## src/tms_pkg.sv

```systemverilog
/*
  Package for the two-wire master sequence control block: register offsets,
  control field positions, reset values and timing counts.
  Assumes a 32-bit AXI4-Lite register bus and a 100 MHz module clock.
*/
package tms_pkg;
  // Byte address of the master control register.
  localparam logic [7:0] CTRL_OFF      = 8'h00;
  // Byte address of the status register, which shows the line state.
  localparam logic [7:0] STAT_OFF      = 8'h04;
  // Byte address of the last received byte.
  localparam logic [7:0] RXD_OFF       = 8'h08;
  // Field positions inside the control register.
  localparam int         START_BIT     = 0;
  localparam int         RESTART_BIT   = 1;
  localparam int         STOP_BIT      = 2;
  localparam int         RX_BIT        = 3;
  localparam int         ACK_GO_BIT    = 4;
  localparam int         ACK_VAL_BIT   = 5;
  localparam int         MASTER_BIT    = 6;
  // Reset value of the control register.
  localparam logic [15:0] CTRL_RST     = 16'h0000;
  // Clock period in ns and the quarter bit time in ns.
  localparam int         CLK_NS        = 10;
  localparam int         QTR_NS        = 2500;
  // Quarter bit time in clock cycles, rounded down, at least one.
  localparam int         QTR_CYC       = (QTR_NS / CLK_NS) < 1 ? 1 : (QTR_NS / CLK_NS);
  // AXI response codes.
  localparam logic [1:0] RESP_OKAY     = 2'h0;
  localparam logic [1:0] RESP_SLVERR   = 2'h2;

  // Sequencer phases.
  typedef enum logic [2:0] {
    TMS_IDLE, TMS_START, TMS_RESTART, TMS_STOP, TMS_RX, TMS_ACK
  } tms_state_t;

  // Pin outputs travel together.
  typedef struct packed {
    logic scl_oe;
    logic sda_oe;
  } tms_pins_t;
endpackage : tms_pkg

```

## src/tms_master_seq.sv

```systemverilog
/*
  Master sequence control of a two-wire serial controller behind AXI4-Lite.
  Assumes open-drain lines with pull-ups outside; the lines come in unsynchronised.
*/
// Notes on behaviour
// - ack_value one sends NACK, zero ACK.
// - ack controls act only as receiving master.
// - ack_go sends acknowledge, cleared when done.
// - rx_byte_go receives one byte, cleared after eighth.
// - stop_go makes Stop, cleared when done.
// - restart_go makes Repeated Start, cleared when done.
// - start_go makes Start, cleared when done.
// - go bits read zero when idle.
`timescale 1ns/1ps
module tms_master_seq #(
  parameter int QTR = tms_pkg::QTR_CYC
) (
  // Clock, reset and clock enable.
  input  wire logic        aclk,
  input  wire logic        aresetn,
  input  wire logic        ce,
  // AXI4-Lite write channels.
  input  wire logic [7:0]  s_awaddr,
  input  wire logic        s_awvalid,
  output logic             s_awready,
  input  wire logic [31:0] s_wdata,
  input  wire logic [3:0]  s_wstrb,
  input  wire logic        s_wvalid,
  output logic             s_wready,
  output logic [1:0]       s_bresp,
  output logic             s_bvalid,
  input  wire logic        s_bready,
  // AXI4-Lite read channels.
  input  wire logic [7:0]  s_araddr,
  input  wire logic        s_arvalid,
  output logic             s_arready,
  output logic [31:0]      s_rdata,
  output logic [1:0]       s_rresp,
  output logic             s_rvalid,
  input  wire logic        s_rready,
  // Serial lines, open drain: the enable pulls the line low.
  input  wire logic        serial_clock_line_i,
  output logic             serial_clock_line_o,
  output logic             serial_clock_line_oe,
  input  wire logic        serial_data_line_i,
  output logic             serial_data_line_o,
  output logic             serial_data_line_oe
);
  // Line synchronisers, two flops each.
  logic [1:0]        scl_sy_q, sda_sy_q;
  // Control register, receive data, sequencer state.
  logic [15:0]       ctrl_q;
  logic [7:0]        rxd_q;
  tms_pkg::tms_state_t st_q;
  logic [1:0]        ph_q;       // Quarter-bit phase inside a sequence.
  logic [15:0]       cnt_q;      // Quarter-bit timer.
  logic [3:0]        bit_q;      // Received bit count.
  tms_pkg::tms_pins_t pins_q;
  // Bus latches.
  logic              aw_q, w_q;
  logic [7:0]        awa_q;
  logic [31:0]       wd_q;
  logic [3:0]        ws_q;

  // Synchronise the lines before anything looks at them.
  always_ff @(posedge aclk) begin
    if (!aresetn) begin
      scl_sy_q <= 2'b11;
      sda_sy_q <= 2'b11;
    end else if (ce) begin
      scl_sy_q <= {scl_sy_q[0], serial_clock_line_i};
      sda_sy_q <= {sda_sy_q[0], serial_data_line_i};
    end
  end
  wire scl_s = scl_sy_q[1];
  wire sda_s = sda_sy_q[1];

  // Decode of bus events.
  wire        wr_go   = aw_q && w_q && !s_bvalid;
  wire        wr_ctrl = wr_go && (awa_q == tms_pkg::CTRL_OFF) && ws_q[0];
  wire        wr_ok   = (awa_q == tms_pkg::CTRL_OFF) || (awa_q == tms_pkg::STAT_OFF)
                        || (awa_q == tms_pkg::RXD_OFF);
  // Receive and acknowledge go bits are dropped unless the same write keeps
  // the master bit set, so a refused request never leaves a stuck go bit.
  wire [7:0]  ctrl_wr = {wd_q[7:5], wd_q[4:3] & {2{wd_q[tms_pkg::MASTER_BIT]}},
                         wd_q[2:0]};
  wire        rd_go   = s_arvalid && !s_rvalid;
  wire        tick    = (cnt_q == 16'h0000);
  wire        master  = ctrl_q[tms_pkg::MASTER_BIT];
  wire [4:0]  go_bits = ctrl_q[4:0];
  // Sequence ends on the last tick of its last phase.
  wire        seq_end = (st_q != tms_pkg::TMS_IDLE) && tick && (ph_q == 2'd3)
                        && (st_q != tms_pkg::TMS_RX || bit_q == 4'd7);
  wire [31:0] rd_mux  = (s_araddr == tms_pkg::CTRL_OFF) ? {16'h0000, ctrl_q} :
                        (s_araddr == tms_pkg::STAT_OFF) ? {28'h000_0000, 1'b0,
                         st_q != tms_pkg::TMS_IDLE, scl_s, sda_s} :
                        (s_araddr == tms_pkg::RXD_OFF)  ? {24'h00_0000, rxd_q} :
                        32'h0000_0000;
  wire        rd_ok   = (s_araddr == tms_pkg::CTRL_OFF) || (s_araddr == tms_pkg::STAT_OFF)
                        || (s_araddr == tms_pkg::RXD_OFF);

  // Write address and data are taken in either order and held until both are in.
  always_ff @(posedge aclk) begin
    if (!aresetn) begin
      aw_q  <= 1'b0;
      w_q   <= 1'b0;
      awa_q <= 8'h00;
      wd_q  <= 32'h0000_0000;
      ws_q  <= 4'h0;
    end else if (ce) begin
      if (s_awvalid && s_awready) begin
        aw_q  <= 1'b1;
        awa_q <= s_awaddr;
      end else if (wr_go) begin
        aw_q <= 1'b0;
      end
      if (s_wvalid && s_wready) begin
        w_q  <= 1'b1;
        wd_q <= s_wdata;
        ws_q <= s_wstrb;
      end else if (wr_go) begin
        w_q <= 1'b0;
      end
    end
  end

  // Write response and read answer; unmapped addresses answer with a slave error.
  always_ff @(posedge aclk) begin
    if (!aresetn) begin
      s_awready <= 1'b0;
      s_wready  <= 1'b0;
      s_bvalid  <= 1'b0;
      s_bresp   <= tms_pkg::RESP_OKAY;
      s_arready <= 1'b0;
      s_rvalid  <= 1'b0;
      s_rdata   <= 32'h0000_0000;
      s_rresp   <= tms_pkg::RESP_OKAY;
    end else if (ce) begin
      s_awready <= !aw_q && !s_awready && !s_bvalid;
      s_wready  <= !w_q && !s_wready && !s_bvalid;
      if (wr_go) begin
        s_bvalid <= 1'b1;
        s_bresp  <= wr_ok ? tms_pkg::RESP_OKAY : tms_pkg::RESP_SLVERR;
      end else if (s_bready) begin
        s_bvalid <= 1'b0;
      end
      s_arready <= rd_go && !s_arready;
      if (rd_go && !s_arready) begin
        s_rvalid <= 1'b1;
        s_rdata  <= rd_mux;
        s_rresp  <= rd_ok ? tms_pkg::RESP_OKAY : tms_pkg::RESP_SLVERR;
      end else if (s_rready) begin
        s_rvalid <= 1'b0;
      end
    end
  end

  // Control register: software writes, hardware clears all five go bits when
  // any sequence ends. Go bits only start anything while idle.
  always_ff @(posedge aclk) begin
    if (!aresetn) begin
      ctrl_q <= tms_pkg::CTRL_RST;
    end else if (ce) begin
      if (wr_ctrl) begin
        ctrl_q[7:0] <= ctrl_wr;
      end
      if (seq_end) begin
        ctrl_q[4:0] <= 5'b00000;
      end
      if (ws_q[1] && wr_go && awa_q == tms_pkg::CTRL_OFF) begin
        ctrl_q[15:8] <= wd_q[15:8];
      end
    end
  end

  // Sequencer: each sequence is four quarter-bit phases (receive: per bit).
  always_ff @(posedge aclk) begin
    if (!aresetn) begin
      st_q   <= tms_pkg::TMS_IDLE;
      ph_q   <= 2'd0;
      cnt_q  <= 16'h0000;
      bit_q  <= 4'h0;
      rxd_q  <= 8'h00;
      pins_q <= '0;
    end else if (ce) begin
      cnt_q <= tick ? 16'(QTR - 1) : cnt_q - 16'h0001;
      unique case (st_q)
        tms_pkg::TMS_IDLE: begin
          ph_q  <= 2'd0;
          bit_q <= 4'h0;
          if (go_bits[tms_pkg::START_BIT])        st_q <= tms_pkg::TMS_START;
          else if (go_bits[tms_pkg::RESTART_BIT]) st_q <= tms_pkg::TMS_RESTART;
          else if (go_bits[tms_pkg::STOP_BIT])    st_q <= tms_pkg::TMS_STOP;
          else if (go_bits[tms_pkg::RX_BIT] && master) st_q <= tms_pkg::TMS_RX;
          else if (go_bits[tms_pkg::ACK_GO_BIT] && master) st_q <= tms_pkg::TMS_ACK;
        end
        default: begin
          if (tick) begin
            ph_q <= ph_q + 2'd1;
            if (seq_end) st_q <= tms_pkg::TMS_IDLE;
          end
        end
      endcase
      // Line drive by sequence and phase; oe high pulls the line low.
      if (tick) begin
        unique case (st_q)
          tms_pkg::TMS_START: pins_q <= '{scl_oe: ph_q == 2'd3, sda_oe: ph_q >= 2'd1};
          tms_pkg::TMS_RESTART: pins_q <= '{scl_oe: ph_q == 2'd0 || ph_q == 2'd3,
                                            sda_oe: ph_q >= 2'd2};
          tms_pkg::TMS_STOP: pins_q <= '{scl_oe: ph_q == 2'd0, sda_oe: ph_q <= 2'd1};
          tms_pkg::TMS_RX: begin
            pins_q <= '{scl_oe: ph_q == 2'd0 || ph_q == 2'd3, sda_oe: 1'b0};
            if (ph_q == 2'd2) rxd_q <= {rxd_q[6:0], sda_s};
            if (ph_q == 2'd3) bit_q <= bit_q + 4'h1;
          end
          tms_pkg::TMS_ACK: pins_q <= '{scl_oe: ph_q == 2'd0 || ph_q == 2'd3,
                                        sda_oe: !ctrl_q[tms_pkg::ACK_VAL_BIT]};
          default: pins_q <= pins_q;
        endcase
      end
    end
  end

  // Open-drain outputs: output value always low, enable drives.
  always_ff @(posedge aclk) begin
    if (!aresetn) begin
      serial_clock_line_o  <= 1'b0;
      serial_clock_line_oe <= 1'b0;
      serial_data_line_o   <= 1'b0;
      serial_data_line_oe  <= 1'b0;
    end else if (ce) begin
      serial_clock_line_oe <= pins_q.scl_oe;
      serial_data_line_oe  <= pins_q.sda_oe;
    end
  end

  // Assertions.
  property p_go_clear;
    @(posedge aclk) disable iff (!aresetn)
    (ce && seq_end && !wr_ctrl) |=> (ctrl_q[4:0] == 5'b00000);
  endproperty
  a_go_clear: assert property (p_go_clear) else $error("go bit not cleared");
  property p_ack_nack;
    @(posedge aclk) disable iff (!aresetn)
    (ce && tick && st_q == tms_pkg::TMS_ACK && ctrl_q[tms_pkg::ACK_VAL_BIT])
      |=> !pins_q.sda_oe;
  endproperty
  a_ack_nack: assert property (p_ack_nack) else $error("nack drove data low");
  property p_ack_master;
    @(posedge aclk) disable iff (!aresetn)
    (st_q == tms_pkg::TMS_IDLE && !master) |=>
      !(st_q inside {tms_pkg::TMS_RX, tms_pkg::TMS_ACK});
  endproperty
  a_ack_master: assert property (p_ack_master) else $error("ack outside master");
  property p_rx_bits;
    @(posedge aclk) disable iff (!aresetn)
    (st_q == tms_pkg::TMS_RX) |-> (bit_q <= 4'd7);
  endproperty
  a_rx_bits: assert property (p_rx_bits) else $error("more than eight bits");
  property p_start;
    @(posedge aclk) disable iff (!aresetn)
    (ce && st_q == tms_pkg::TMS_IDLE && go_bits[tms_pkg::START_BIT])
      |=> st_q == tms_pkg::TMS_START;
  endproperty
  a_start: assert property (p_start) else $error("start not launched");
  property p_stop_end;
    @(posedge aclk) disable iff (!aresetn)
    (ce && st_q == tms_pkg::TMS_STOP && seq_end) |=> st_q == tms_pkg::TMS_IDLE;
  endproperty
  a_stop_end: assert property (p_stop_end) else $error("stop did not end");
  property p_restart;
    @(posedge aclk) disable iff (!aresetn)
    (ce && st_q == tms_pkg::TMS_IDLE && go_bits[1:0] == 2'b10)
      |=> st_q == tms_pkg::TMS_RESTART;
  endproperty
  a_restart: assert property (p_restart) else $error("restart not launched");
  property p_ack_go;
    @(posedge aclk) disable iff (!aresetn)
    (ce && st_q == tms_pkg::TMS_IDLE && master && go_bits == 5'b10000)
      |=> st_q == tms_pkg::TMS_ACK;
  endproperty
  a_ack_go: assert property (p_ack_go) else $error("ack not launched");
endmodule : tms_master_seq

```

## config.mk

```make
export PLATFORM = sky130hd
export DESIGN_NAME = tms_master_seq
export DESIGN_NICKNAME = d
export VERILOG_FILES = /design/src/tms_pkg.sv /design/src/tms_master_seq.sv
export SDC_FILE = /design/constraint.sdc
export NUM_CORES = 1
export LEC_CHECK = 0
export ABC_AREA = 0
export BUFFER_PORTS_ARGS = -buffer_cell sky130_fd_sc_hd__buf_2
export CORE_UTILIZATION = 30
export CTS_CLUSTER_DIAMETER = 150
export DETAILED_ROUTE_END_ITERATION = 6
export SYNTH_ARGS = -nofsm -noshare
export SYNTH_HDL_FRONTEND = slang
export SYNTH_SLANG_ARGS = --single-unit
```

## constraint.sdc

```tcl
create_clock -name aclk -period 2.4 [get_ports aclk]
set_clock_uncertainty 0.15 [all_clocks]
set_input_delay 0 -clock aclk [delete_from_list [all_inputs] [get_ports aclk]]
set_output_delay 0 -clock aclk [all_outputs]
set_load 0.005 [all_outputs]
```

==> flow_metrics.env, run 1 <==
export IMPL_antenna_found_initial=0
export IMPL_netlist_instances=552
export IMPL_vias_per_cell=4.718
export IMPL_vias=4175
export IMPL_yosysSeqAreaShare_pct=44.69
export IMPL_clk_pin_slew_ns=0.07
export IMPL_powerDensity_nw_per_um2=810.5
export IMPL_cap_violations=0
export IMPL_synth_largest_area_cell="dfxtp_1"
export IMPL_min_from="s_wvalid"
export IMPL_start_util_pct=30.57
export IMPL_p_sw_share_pct=31.54
export IMPL_slew_violations=0
export IMPL_r2r_setup_slack_ns=0.30
export IMPL_tns_ns=0
export IMPL_setup_violations=0
export IMPL_path_max_fanout=18
export IMPL_layout_setup_ws_ns=0.1790
export IMPL_grt_pass1_vias=3830
export IMPL_worstHoldPathCells=5
export IMPL_regToRegEndpoint="pins_q[0]$_SDFFE_PN0P_"
export IMPL_dr_pass1_iters=4
export IMPL_hold_ws_ns=0.03753
export IMPL_p_switching_mw=1.579
export IMPL_synth_ff_type="dfxtp_1"
export IMPL_p_leak_nw=2.469
export IMPL_routabilityCongestion=0.7635
export IMPL_cp_data_arrival_time_ns=2.30
export IMPL_crit_required_ns=2.48
export IMPL_power_mw=5.007
export IMPL_grt_pass1_wl_mm=18.89
export IMPL_finalHoldViolations=0
export IMPL_rows=46
export IMPL_seqPwrFrac_pct=41.9
export IMPL_end_kind="flip-flop"
export IMPL_hpwlAfterDp_mm=7.863
export IMPL_htreeDepth=3
export IMPL_finalCritPeriodShare_pct=92.54
export IMPL_reg2reg_depth=4
export IMPL_final_util_pct=39.03
export IMPL_syn_area_per_cell_um2=8.765
export IMPL_clkLatencyLatePin_ns=0.35
export IMPL_ios=107
export IMPL_clock_power_share_pct=30.4
export IMPL_synth_top_cell_area_share_pct=44.69
export IMPL_synth_cell_types=64
export IMPL_ant_nets=0
export IMPL_final_cells=885
export IMPL_final_nets=732
export IMPL_cts_tree="done"
export IMPL_status="completed"
export IMPL_synth_area_leaders="dfxtp_1 (45%), mux2i_1 (7.0%), nand2_1 (6.5%), a21oi_1 (5.4%), nor2_1 (3.8%)"
export IMPL_insertedDiodeCount=0
export IMPL_p_int_mw=3.428
export IMPL_die_x_um=129.0
export IMPL_worst_slew_pin_slew_ns=0.7124
export IMPL_post_dp_cell_area_um2=5445
export IMPL_wl_mm=11.51
export IMPL_synth_edf_count=0
export IMPL_dpl_cell_count=826
export IMPL_ys_warn_count=0
export IMPL_cts_sinks=108
export IMPL_fmax_mhz=450.2
export IMPL_drive_gt1_share_pct=18.98
export IMPL_rsz0062_at_grt="no"
export IMPL_period_needed_ns=2.221
export IMPL_r2r_start="cnt_q[3]$_SDFFE_PN0P_"
export IMPL_final_area_um2=6177
export IMPL_pre_cts_ws_ns=0.3021
export IMPL_drcViolationCount=0
export IMPL_worst_setup_path_start_kind="input pin"
export IMPL_syn_area_um2=4838
export IMPL_grt_ovfl_total=0
export IMPL_relSlewSlack_pct=52.14
export IMPL_root_buffer="clkbuf_16"
export IMPL_hold_class="in2reg"
export IMPL_cts_setup_buffers=0
export IMPL_wl_per_cell_um=13.00
export IMPL_critPathKind="in2reg"
export IMPL_vdd_drop_max_uv=393.5
export IMPL_portBuffers=68
export IMPL_combPwrFrac_pct=27.8
export IMPL_clockBufferDepth=2
export IMPL_track_usage_pct=14.32
export IMPL_drtIter0Drc=178
export IMPL_dieArea_um2=16640
export IMPL_grt_max_degree=43
export IMPL_numCtsBuffers=9
export IMPL_dieHeight_um=129.0
export IMPL_holdPathEnd="wd_q[11]$_SDFFE_PN0P_"
export IMPL_core_area_um2=15830
export IMPL_async_flop_share_pct=0
export IMPL_synth_seq_cells=108
export IMPL_area_growth_pct=27.67
sequential cells by signal, indices dropped and copies added, names as in the netlist, 3 cells and up:
signal   cells
st_q         3
ctrl_q      16
cnt_q       16
bit_q        4
s_rdata     16
awa_q        8
rxd_q        8
wd_q        16
how the worst max path moves through the flow:
stage / slack [ns] / from / to / depth (start not counted)
2_1_floorplan: 0.42 / cnt_q[6]$_SDFFE_PN0P_ / rxd_q[1]$_SDFFE_PN0P_ / 6
3_3_place_gp: 0.32 / cnt_q[11]$_SDFFE_PN0P_ / pins_q[0]$_SDFFE_PN0P_ / 4
3_5_place_dp: 0.30 / cnt_q[6]$_SDFFE_PN0P_ / rxd_q[7]$_SDFFE_PN0P_ / 5
4_1_cts: 0.23 / ce / s_rresp[1]$_SDFFE_PN0P_ / 8
5_1_grt: 0.09 / ce / s_rresp[1]$_SDFFE_PN0P_ / 8
6_report: 0.18 / ce / s_rresp[1]$_SDFFE_PN0P_ / 8
cells in the final DEF (no fill, tap or decap), drive strengths merged, types with 8 or more instances in the layout:
master         n
dfxtp        108
buf           93
nand2         84
a21oi         52
nor2          50
dlygate4sd3   43
mux2i         34
conb          20
o21ai         15
clkbuf        12
nor3          11
nand3         11
inv           11
nor4          10
a32oi          8
worst max-delay path, cell delays in order:
cell	delay, ns
dlygate4sd3_1	0.52
buf_2	0.31
buf_4	0.23
nand4bb_1	0.19
buf_4	0.26
a21oi_1	0.14
dlygate4sd3_1	0.57
a21oi_1	0.07
cells in the mapped netlist (all sizes together) (2+ instances only):
master,number
a211oi,2
a21oi,52
a22oi,5
a32oi,8
and3,5
and4,3
and4b,2
buf,28
clkbuf,26
dfxtp,108
ha,6
inv,9
mux2,5
mux2i,34
nand2,84
nand2b,4
nand3,11
nand3b,2
nand4,7
nor2,50
nor2b,5
nor3,11
nor3b,2
nor4,10
o2111ai,2
o211ai,3
o21a,5
o21ai,15
o21bai,3
o22ai,3
o2bb2ai,2
o311ai,2
o31ai,2
or3,4
or4,6
or4b,2
xnor2,5
xor2,4
per-layer routing:
metal | global-route usage (%) | part of all wire, %
met1 | 18.92 | 49
met2 | 22.96 | 46
met3 | 2.245 | 3.2
met4 | 6.505 | 1.8
met5 | 0 | 0
power groups by stage:
| stage | clock network (mW) | logic [mW] | registers (mW) |
|---|---|---|---|
| floorplan | 0 | 0.935 | 2.11 |
| global placement | 0 | 1.32 | 2.13 |
| detailed placement | 0 | 1.33 | 2.13 |
| CTS | 1.56 | 1.39 | 2.09 |
| global route | 1.62 | 1.54 | 2.12 |
| finish | 1.52 | 1.39 | 2.10 |
cell type report:
| type | instances | area (um2) |
|---|---|---|
| multi-input combinational | 400 | 2426 |
| clock inverter | 4 | 55.05 |
| inverter | 9 | 33.78 |
| sequential | 108 | 2162 |
| clock buffer | 12 | 246.5 |
| fill | 1577 | 9651 |
| tap | 216 | 270.3 |
| timing repair buffer | 136 | 983.4 |
what timing repair did:
item / CTS / global route
hold buffers: 43 / 0
hold endpoints to repair: 40 / 0
resized for setup: 0 / 0
kinds of logic (layout without fill, tap and decap cells):
group,count (synthesis),count (layout),synth area share [%]
other,1,20,0.07751
and+or+nand+nor,214,214,22.45
muxes,39,39,8.198
AOI/OAI and AO/OA,112,112,14.77
buffers and inverters,63,161,6.646
xor gates and xnor gates,9,9,1.629
adders and majority gates,6,6,1.552
DFF,108,108,44.69
No activity file was read; power rests on OpenSTA's default activity.
==> inputs of run 2 (changes only) <==
--- a/config.mk
+++ b/config.mk
@@ -6,7 +6,7 @@
 export NUM_CORES = 1
 export LEC_CHECK = 0
 export ABC_AREA = 0
-export BUFFER_PORTS_ARGS = -buffer_cell sky130_fd_sc_hd__buf_2
+export BUFFER_PORTS_ARGS = -buffer_cell sky130_fd_sc_hd__clkbuf_2
 export CORE_UTILIZATION = 30
 export CTS_CLUSTER_DIAMETER = 150
 export DETAILED_ROUTE_END_ITERATION = 6
==> flow_metrics.env, run 2 (synthesized netlist as in run 1, its figures left out) <==
export IMPL_tns_ns=0
export IMPL_antenna_found_initial=0
export IMPL_r2r_setup_slack_ns=0.23
export IMPL_numCtsBuffers=9
export IMPL_cts_sinks=108
export IMPL_hold_class="in2reg"
export IMPL_relSlewSlack_pct=52.26
export IMPL_clock_power_share_pct=31.0
export IMPL_period_needed_ns=2.168
export IMPL_p_int_mw=3.386
export IMPL_ios=107
export IMPL_cp_data_arrival_time_ns=2.25
export IMPL_die_x_um=129.0
export IMPL_grt_pass1_vias=3822
export IMPL_grt_max_degree=37
export IMPL_vdd_drop_max_uv=446.7
export IMPL_insertedDiodeCount=0
export IMPL_fmax_mhz=461.2
export IMPL_grt_ovfl_total=0
export IMPL_final_cell_mix="dfxtp_1 (108), nand2_1 (84), clkbuf_2 (68)"
export IMPL_core_area_um2=15830
export IMPL_post_dp_cell_area_um2=5403
export IMPL_hold_ws_ns=0.04130
export IMPL_rsz0062_at_grt="no"
export IMPL_start_util_pct=30.57
export IMPL_dieArea_um2=16640
export IMPL_final_area_um2=6141
export IMPL_wl_per_cell_um=13.07
export IMPL_critPathKind="reg2reg"
export IMPL_setup_violations=0
export IMPL_drive_gt1_share_pct=18.80
export IMPL_rows=46
export IMPL_combPwrFrac_pct=26.8
export IMPL_path_max_fanout=8
export IMPL_area_growth_pct=26.92
export IMPL_vias=4209
export IMPL_cap_violations=0
export IMPL_p_switching_mw=1.579
export IMPL_crit_path_max_incr_delay_ns=0.65
export IMPL_cp_slowest_cell="nand4_1"
export IMPL_worst_setup_path_start_kind="flip-flop"
export IMPL_finalHoldViolations=0
export IMPL_dieHeight_um=129.0
export IMPL_drcViolationCount=0
export IMPL_clkLatencyLatePin_ns=0.35
export IMPL_hpwlAfterDp_mm=7.916
export IMPL_status="completed"
export IMPL_final_util_pct=38.80
export IMPL_wl_mm=11.52
export IMPL_crit_required_ns=2.48
export IMPL_end_kind="flip-flop"
export IMPL_cts_resized=0
export IMPL_portBuffers=68
export IMPL_finalCritPeriodShare_pct=90.34
export IMPL_powerDensity_nw_per_um2=808.5
export IMPL_ant_nets=0
export IMPL_cts_tree="done"
export IMPL_track_usage_pct=14.43
export IMPL_slew_violations=0
export IMPL_cts_setup_buffers=0
export IMPL_root_buffer="clkbuf_16"
export IMPL_p_leak_nw=2.450
export IMPL_worst_slew_pin_slew_ns=0.7106
export IMPL_crit_chain="nor4_1 > nand4_1 > mux2i_1 > nor2_1"
export IMPL_htreeDepth=3
export IMPL_routabilityCongestion=0.7832
export IMPL_dr_pass1_iters=5
export IMPL_drtIter0Drc=215
export IMPL_clockBufferDepth=2
export IMPL_clk_pin_slew_ns=0.07
export IMPL_p_sw_share_pct=31.80
export IMPL_final_nets=728
export IMPL_grt_pass1_wl_mm=18.91
export IMPL_seqPwrFrac_pct=42.2
export IMPL_vias_per_cell=4.778
export IMPL_final_common_cell="dfxtp_1"
## run 2: cell count changes in the layout (fill, tap and decap cells not counted), sizes merged
cell | previous run | this run
buf | 93 | 21
clkbuf | 12 | 78
clkinv | 0 | 2
inv | 11 | 12
clkinvlp | 1 | 0
## run 2: power groups by stage
stage                     combinational (mW)  clock (mW)  sequential, mW
after detailed placement                1.27           0            2.14
after floorplan                        0.935           0            2.11
after global routing                    1.47        1.64            2.12
after global placement                  1.26           0            2.13
final                                   1.33        1.54            2.10
after CTS                               1.33        1.57            2.10
## run 2: final timing paths
| check | from | end | cells past startpoint |
|---|---|---|---|
| max | awa_q[4]$_SDFFE_PN0P_ | ctrl_q[12]$_SDFFE_PN0P_ | 4 |
| max reg2reg | awa_q[4]$_SDFFE_PN0P_ | ctrl_q[12]$_SDFFE_PN0P_ | 4 |
| min | s_wvalid | wd_q[12]$_SDFFE_PN0P_ | 5 |
| min reg2reg | s_rdata[0]$_SDFFE_PN0P_ | s_rdata[0]$_SDFFE_PN0P_ | 2 |
## run 2: metal layers
metal	GRT usage [%]	wire (um)	up-vias
met3	3.035	421	11
li1	-	-	2136
met2	23.82	5384	94
met4	4.706	144	0
met1	18.74	5566	1968
met5	0	0	-
## run 2: through the flow
step,power (mW),worst slack [ns],instances
finish,4.965,0.2318,881
floorplan,3.045,0.4242,571
CTS,4.997,0.2045,881
detailed placement,3.406,0.2263,822
global route,5.233,0.04527,881
global placement,3.396,0.2826,822
## run 2: final cells by class
cell class | count | area, um2
Tap cell | 216 | 270.3
Timing Repair Buffer | 132 | 940.9
Multi-Input combinational cell | 400 | 2426
Clock buffer | 10 | 239.0
Fill cell | 1633 | 9687
Inverter | 9 | 33.78
Sequential cell | 108 | 2162
Clock inverter | 6 | 68.82
## run 2: timing repair
item / CTS / global route
endpoints found under the setup margin: 0 / 0
endpoints found under the hold margin: 48 / 0
hold buffers: 43 / 0
## run 2: critical path: cells and delay by family, from the launching register on
kind,cells,cell delay (ns)
flip-flops,1,0.32
AND/OR/NAND/NOR,3,1.24
multiplexers,1,0.34
